<file path="config.mk">
export PLATFORM = sky130hd
export DESIGN_NAME = dual_comparator_control
export DESIGN_NICKNAME = d
export VERILOG_FILES = /design/src/cmp_ctrl_pkg.sv /design/src/dual_comparator_control.sv
export SDC_FILE = /design/constraint.sdc
export NUM_CORES = 1
export LEC_CHECK = 0
export ABC_CLOCK_PERIOD_IN_PS = 4300
export BUFFER_PORTS_ARGS = -buffer_cell sky130_fd_sc_hd__buf_2
export CORE_UTILIZATION = 23
export CTS_BUF_LIST = sky130_fd_sc_hd__clkbuf_8
export CTS_CLUSTER_SIZE = 30
export DETAILED_ROUTE_END_ITERATION = 8
export PLACE_DENSITY = 0.5
export SETUP_SLACK_MARGIN = 0.5
export SYNTH_ARGS = -nofsm -noshare
export SYNTH_HDL_FRONTEND = slang
export SYNTH_SLANG_ARGS = --single-unit
</file>
<file path="constraint.sdc">
create_clock -name clk -period 4.3 [get_ports clk]
set_input_delay 0.43 -clock clk [delete_from_list [all_inputs] [get_ports clk]]
set_output_delay 0.43 -clock clk [all_outputs]
set_load 0.02 [all_outputs]
</file>
<file path="src/cmp_ctrl_pkg.sv">
// Package: register map, field positions and reset values of the comparator control block
package cmp_ctrl_pkg;
  localparam logic [7:0] comparator_one_control_addr = 8'hAC;
  localparam logic [7:0] comparator_two_control_addr = 8'hAD;
  localparam logic [7:0] port0_input_disable_addr    = 8'hF6;
  localparam logic [7:0] irq_enable_reg_zero_addr    = 8'hA8;
  localparam logic [7:0] irq_enable_reg_one_addr     = 8'hE8;
  localparam logic [7:0] irq_status_addr             = 8'hAE;
  localparam logic [7:0] irq_mask_addr               = 8'hAF;
  localparam logic [7:0] port0_pins_addr             = 8'h80;
  localparam logic [7:0] result_status_addr          = 8'hAB;
  // Control register field positions
  localparam int change_flag_bit      = 0;
  localparam int result_pin_enable_bit = 1;
  localparam int negative_select_bit  = 3;
  localparam int positive_select_bit  = 4;
  localparam int comparator_enable_bit = 5;
  localparam logic [7:0] control_used_mask = 8'h3B;
  // Enable bit positions
  localparam int global_irq_enable_bit = 7;
  localparam int comparator_one_irq_enable_bit = 5;
  localparam int comparator_two_irq_enable_bit = 2;
  localparam logic [7:0] control_reset     = 8'h00;
  localparam logic [7:0] input_disable_reset = 8'h00;
  localparam logic [7:0] enable_reset      = 8'h00;
  localparam logic [1:0] mask_reset        = 2'h0;
endpackage : cmp_ctrl_pkg

</file>
<file path="src/dual_comparator_control.sv">
// Dual comparator control: config registers, change flags, interrupt gating, port0 input disable
//
// The address map and the address-and-strobe port were chosen for this implementation.
`timescale 1ns/10ps
`default_nettype none
module dual_comparator_control
  import cmp_ctrl_pkg::*;
(
  input  wire logic       clk,
  input  wire logic       resetn,
  input  wire logic [7:0] addr,
  input  wire logic [7:0] wdata,
  input  wire logic       wr,
  input  wire logic       rd,
  output logic      [7:0] rdata,
  input  wire logic [1:0] comparator_raw,
  input  wire logic [7:0] port0_pins,
  output logic      [1:0] positive_input_select,
  output logic      [1:0] negative_input_select,
  output logic      [1:0] comparator_enable,
  output logic      [1:0] result_pin_enable,
  output logic      [1:0] result_pin,
  output logic      [7:0] port0_input_disable,
  output logic            comparator_irq,
  output logic            wake_request,
  output logic            irq
);
  import cmp_ctrl_pkg::*;

  typedef struct packed {
    logic [1:0][7:0] control;
    logic [7:0]      input_disable;
    logic [7:0]      irq_enable_reg_zero;
    logic [7:0]      irq_enable_reg_one;
    logic [1:0]      sync_a;
    logic [1:0]      sync_b;
    logic [1:0]      prev;
    logic [1:0]      status;
    logic [1:0]      mask;
    logic [7:0]      rdata;
  } state_type;

  state_type st;
  state_type next_st;
  logic [1:0] change;
  logic [1:0] irq_en_bits;
  logic [1:0] flags;

  // Edges only after two-stage sync, and only while the comparator is on
  always_comb begin
    for (int i = 0; i < 2; i++) begin
      change[i] = st.control[i][comparator_enable_bit] && (st.sync_b[i] != st.prev[i]);
      flags[i]  = st.control[i][change_flag_bit];
    end
    irq_en_bits = {st.irq_enable_reg_one[comparator_two_irq_enable_bit],
                   st.irq_enable_reg_one[comparator_one_irq_enable_bit]};
  end

  always_comb begin
    next_st = st;
    next_st.sync_a = comparator_raw;
    next_st.sync_b = st.sync_a;
    next_st.prev   = st.sync_b;
    next_st.rdata  = 8'h00;
    for (int i = 0; i < 2; i++) begin
      if (wr && addr == (i == 0 ? comparator_one_control_addr : comparator_two_control_addr)) begin
        next_st.control[i] = wdata & control_used_mask;
        // A one written to the flag keeps it; software can only clear it
        next_st.control[i][change_flag_bit] = wdata[change_flag_bit] &
                                              st.control[i][change_flag_bit];
      end
      if (change[i]) begin
        next_st.control[i][change_flag_bit] = 1'b1;
        next_st.status[i] = 1'b1;
      end
    end
    if (wr) begin
      unique case (addr)
        port0_input_disable_addr: next_st.input_disable = wdata;
        irq_enable_reg_zero_addr: next_st.irq_enable_reg_zero = wdata;
        irq_enable_reg_one_addr:  next_st.irq_enable_reg_one = wdata;
        irq_mask_addr:            next_st.mask = wdata[1:0];
        default: ;
      endcase
    end
    if (rd) begin
      unique case (addr)
        comparator_one_control_addr: next_st.rdata = st.control[0];
        comparator_two_control_addr: next_st.rdata = st.control[1];
        port0_input_disable_addr:    next_st.rdata = st.input_disable;
        irq_enable_reg_zero_addr:    next_st.rdata = st.irq_enable_reg_zero;
        irq_enable_reg_one_addr:     next_st.rdata = st.irq_enable_reg_one;
        irq_mask_addr:               next_st.rdata = {6'h00, st.mask};
        result_status_addr:          next_st.rdata = {6'h00, st.sync_b};
        port0_pins_addr:             next_st.rdata = port0_pins & ~st.input_disable;
        irq_status_addr: begin
          next_st.rdata  = {6'h00, st.status};
          next_st.status = change; // Read clears, a new event in the same cycle survives
        end
        default: next_st.rdata = 8'h00;
      endcase
    end
  end

  always_ff @(posedge clk) begin
    if (!resetn) begin
      st <= '0;
      st.control[0]    <= control_reset;
      st.control[1]    <= control_reset;
      st.input_disable <= input_disable_reset;
      st.irq_enable_reg_zero          <= enable_reset;
      st.irq_enable_reg_one          <= enable_reset;
      st.mask          <= mask_reset;
    end else begin
      st <= next_st;
    end
  end

  always_comb begin
    rdata = st.rdata;
    for (int i = 0; i < 2; i++) begin
      positive_input_select[i] = st.control[i][positive_select_bit];
      negative_input_select[i] = st.control[i][negative_select_bit];
      comparator_enable[i]     = st.control[i][comparator_enable_bit];
      result_pin_enable[i]     = st.control[i][result_pin_enable_bit];
      result_pin[i]            = st.sync_b[i] & st.control[i][result_pin_enable_bit];
    end
    port0_input_disable = st.input_disable;
    // No gated clock here: the request stays live while the CPU sleeps
    comparator_irq = st.irq_enable_reg_zero[global_irq_enable_bit] && |(flags & irq_en_bits);
    wake_request   = |(flags & irq_en_bits);
    irq            = |(st.status & st.mask);
  end

  a_irq_gating: assert property (@(posedge clk) disable iff (!resetn)
    comparator_irq == (st.irq_enable_reg_zero[7] && ((st.control[0][0] && st.irq_enable_reg_one[5]) ||
                       (st.control[1][0] && st.irq_enable_reg_one[2]))))
    else $error("comparator interrupt gating wrong");
  a_flag_sets: assert property (@(posedge clk) disable iff (!resetn)
    change[0] |=> st.control[0][0])
    else $error("change flag not set");
  a_set_wins: assert property (@(posedge clk) disable iff (!resetn)
    (change[1] && wr && addr == 8'hAD && !wdata[0]) |=> st.control[1][0])
    else $error("clear beat the set");
  a_flag_clears: assert property (@(posedge clk) disable iff (!resetn)
    (!change[0] && wr && addr == 8'hAC && !wdata[0]) |=> !st.control[0][0])
    else $error("flag not cleared");
  a_sync_once: assert property (@(posedge clk) disable iff (!resetn)
    change[0] |=> !change[0])
    else $error("one change seen twice");
  a_port_zero: assert property (@(posedge clk) disable iff (!resetn)
    (rd && addr == 8'h80) |=> ((rdata & $past(st.input_disable)) == 8'h00))
    else $error("disabled pin read nonzero");
  a_flag_held: assert property (@(posedge clk) disable iff (!resetn)
    (st.control[0][0] && !(wr && addr == 8'hAC)) |=> st.control[0][0])
    else $error("flag dropped by hardware");
  a_result_pin: assert property (@(posedge clk) disable iff (!resetn)
    !st.control[0][1] |-> !result_pin[0])
    else $error("result driven while pin disabled");
  a_disable_write: assert property (@(posedge clk) disable iff (!resetn)
    (wr && addr == 8'hF6) |=> port0_input_disable == $past(wdata))
    else $error("disable register not written");
  a_wake: assert property (@(posedge clk) disable iff (!resetn)
    (change[0] && st.irq_enable_reg_one[5]) |=> wake_request)
    else $error("no wake on enabled change");
endmodule : dual_comparator_control
`default_nettype wire

</file>
==> metrics <==
clock root buffer=clkbuf_8; GRT Total Usage=0.1220; post-route cell area=3139 sq um; Slew Viols, Final=0; Crit Path Category=in2reg; Post-Syn Instances=283; Syn. warnings=0; Worst VDD drop=0.0001246 V; Final ANT Viol Nets=0; Setup violations, final=0; power per cell area=285.2 nW/um^2; final hold violation count=0; Core Area=11,960 sq um; Setup TNS=0 ns; clk slew on worst S/H paths=0.09 ns; Fill cells=1,270; DR pass1 iterations=4; max_cap viols=0; area delta synth->final=11.46%; hpwl dp=5693 um; EDFF count, synth=0; CP peak stage delay=1.09 ns; vias in the first global route=2,036; Final GP Congestion=0.7441; dominant synthesized flop cell=dfxtp_1; WP data required=4.51 ns; Sink Count=52; Tcrit/Tclk final=0.5697; Rel. slew slack=0.1567; PostCTS Resize Cnt=0; Seq cells post-synth=52; 1st-iter DRT viols=76; initial antenna violation count=0; largest net degree at the start of global routing=46; sequential area share after synthesis=0.3696; clk buf depth=2; CTS tree=yes; share of cells above drive strength 1=0.2565; Worst Tran Pin Value=1.248 ns; hold_buf cts=0; Total Wirelength=7711 um; crit path time final=2.450 ns; die height=112.7 um; post-CTS setup buffers=0; Die X=112.7 um; Overflow after GRT=0; WP data arrival=2.66 ns; drt drc=0; fin nets=337; CP max FO=18; CTS buffer count=5; Ports=59; first-pass GRT wire length=11,620 um; worst hold path type=in2reg; leakage power=1.355 nW; drt wl/cell=16.95 um; Cell variety after synth=48; RSZ-0062 raised after global routing=false; Die Area=12,690 sq um; CP max-delay cell=nor4bb_1; Clk Latency, worst-skew pair=0.31 ns; Post-Place Cell Area=3032 sq um; Diodes inserted=0; Starting Density=0.2355; Syn Std Cell Area=2816 sq um; startpoint types=input port; clock skew=0.005292 ns; number of core rows=40; Peak Freq=0.4082 GHz; synthesized area per cell=9.952 sq um; pre-CTS WS=1.497 ns; crit end category=flop; ys async rst share=0; worst-path cell chain=buf_2 -> nor4bb_1 -> nand3_2 -> mux2i_1 -> nor2b_1; status=finished, final reports clean; H-tree Lvls=2; post-synth net total=313; port bufs=58; vias per inst=4.697; worst setup margin=1.850 ns; Via Count=2,137
[routing by layer]
layer / part of all wire / track usage
met2: 0.44 / 0.1930
met1: 0.50 / 0.1659
met5: 0 / 0
met4: 0.0064 / 0.03200
met3: 0.053 / 0.02862
[critical path, delay by kind of cell]
kind / cells / cell delay, ns
buffers and inverters: 1 / 0.29
and+or+nand+nor: 3 / 1.64
muxes: 1 / 0.29
[cells in the mapped netlist (3+ instances only)]
master | n | area share
buf_4 | 24 | 0.064
and2_1 | 13 | 0.029
nand2_1 | 9 | 0.012
a22oi_1 | 6 | 0.016
nor2b_1 | 40 | 0.089
buf_2 | 9 | 0.016
o31ai_1 | 3 | 0.0080
dfxtp_1 | 52 | 0.37
a21boi_0 | 4 | 0.011
nand4b_1 | 3 | 0.0093
and3_1 | 3 | 0.0067
mux2i_1 | 38 | 0.14
a31o_2 | 3 | 0.0093
a32o_1 | 3 | 0.011
a211oi_1 | 11 | 0.029
a22o_1 | 9 | 0.028
clkbuf_1 | 7 | 0.0093
nand3b_1 | 3 | 0.0080
[layout by cell type (no fill, tap or decap), drive strengths merged, types with 2 or more instances in the layout]
| cell | n |
|---|---|
| mux2 | 2 |
| a21boi | 4 |
| inv | 3 |
| nor4bb | 2 |
| nand4b | 3 |
| and3b | 2 |
| nor2 | 2 |
| clkbuf | 5 |
| nor2b | 40 |
| a221oi | 2 |
| nand3b | 4 |
| nand4 | 4 |
| o31ai | 3 |
| xor2 | 2 |
| buf | 59 |
| and2 | 13 |
| o21ai | 2 |
| dfxtp | 52 |
| a32o | 3 |
| nor4 | 3 |
| o22ai | 2 |
| and3 | 3 |
| nand2 | 9 |
| a22oi | 6 |
| nand3 | 2 |
| or4bb | 2 |
| mux2i | 38 |
| o41ai | 2 |
| a31o | 3 |
| a22o | 9 |
| a211oi | 11 |
[cells by family after synthesis]
group / count (synthesis) / share of synthesized area
flops: 52 / 0.3696
simple gates: 96 / 0.2381
buf+inv: 44 / 0.09729
mux: 40 / 0.1430
compound gates: 49 / 0.1457
xor+xnor: 2 / 0.006221
[flip-flops by register name, indices dropped and copies added (netlist names)]
register and count:
result_pin_enable 2, positive_input_select 2, port0_input_disable 8, next_st 4, rdata 8, flags 2, comparator_enable 2, negative_input_select 2
st 20, irq_en_bits 2
[power by group]
group          leakage, nW  internal (mW)  switching [mW]  total (mW)
Clock               0.0593          0.171           0.167       0.338
Sequential           0.420          0.484         0.00185       0.486
Combinational        0.876         0.0271          0.0450      0.0720
[worst paths after layout]
path / slack [ns] / end / depth (start not counted) / start
max: 1.85 / irq_en_bits[0]$_SDFFE_PN0P_ / 5 / addr[6]
min: 0.33 / next_st[14]$_SDFF_PN0_ / 2 / comparator_raw[0]
max reg2reg: 2.88 / rdata[1]$_SDFF_PN0_ / 4 / st[11]$_SDFF_PN0_
min reg2reg: 0.45 / next_st[12]$_SDFF_PN0_ / 1 / next_st[14]$_SDFF_PN0_
[per-stage QoR]
step	total power [mW]	hold WS, ns	cells	util
floorplan	0.5398	0.4119	283	-
global placement	0.5694	0.4226	447	0.2535
detailed placement	0.5698	0.4237	447	0.2535
CTS	0.9035	0.3194	455	0.2624
global route	0.9301	0.3221	455	0.2624
finish	0.8952	0.3268	455	0.2624
[cell type report]
type | count | area, sq um | area share
clock buffer | 5 | 68.82 | 0.02192
clock inverter | 3 | 38.79 | 0.01236
inverter | 2 | 7.507 | 0.002391
multi-input combinational | 187 | 1501 | 0.4783
sequential | 52 | 1041 | 0.3316
tap | 147 | 183.9 | 0.05859
timing repair buffer | 59 | 297.8 | 0.09486
No activity file was read; power rests on OpenSTA's default activity.
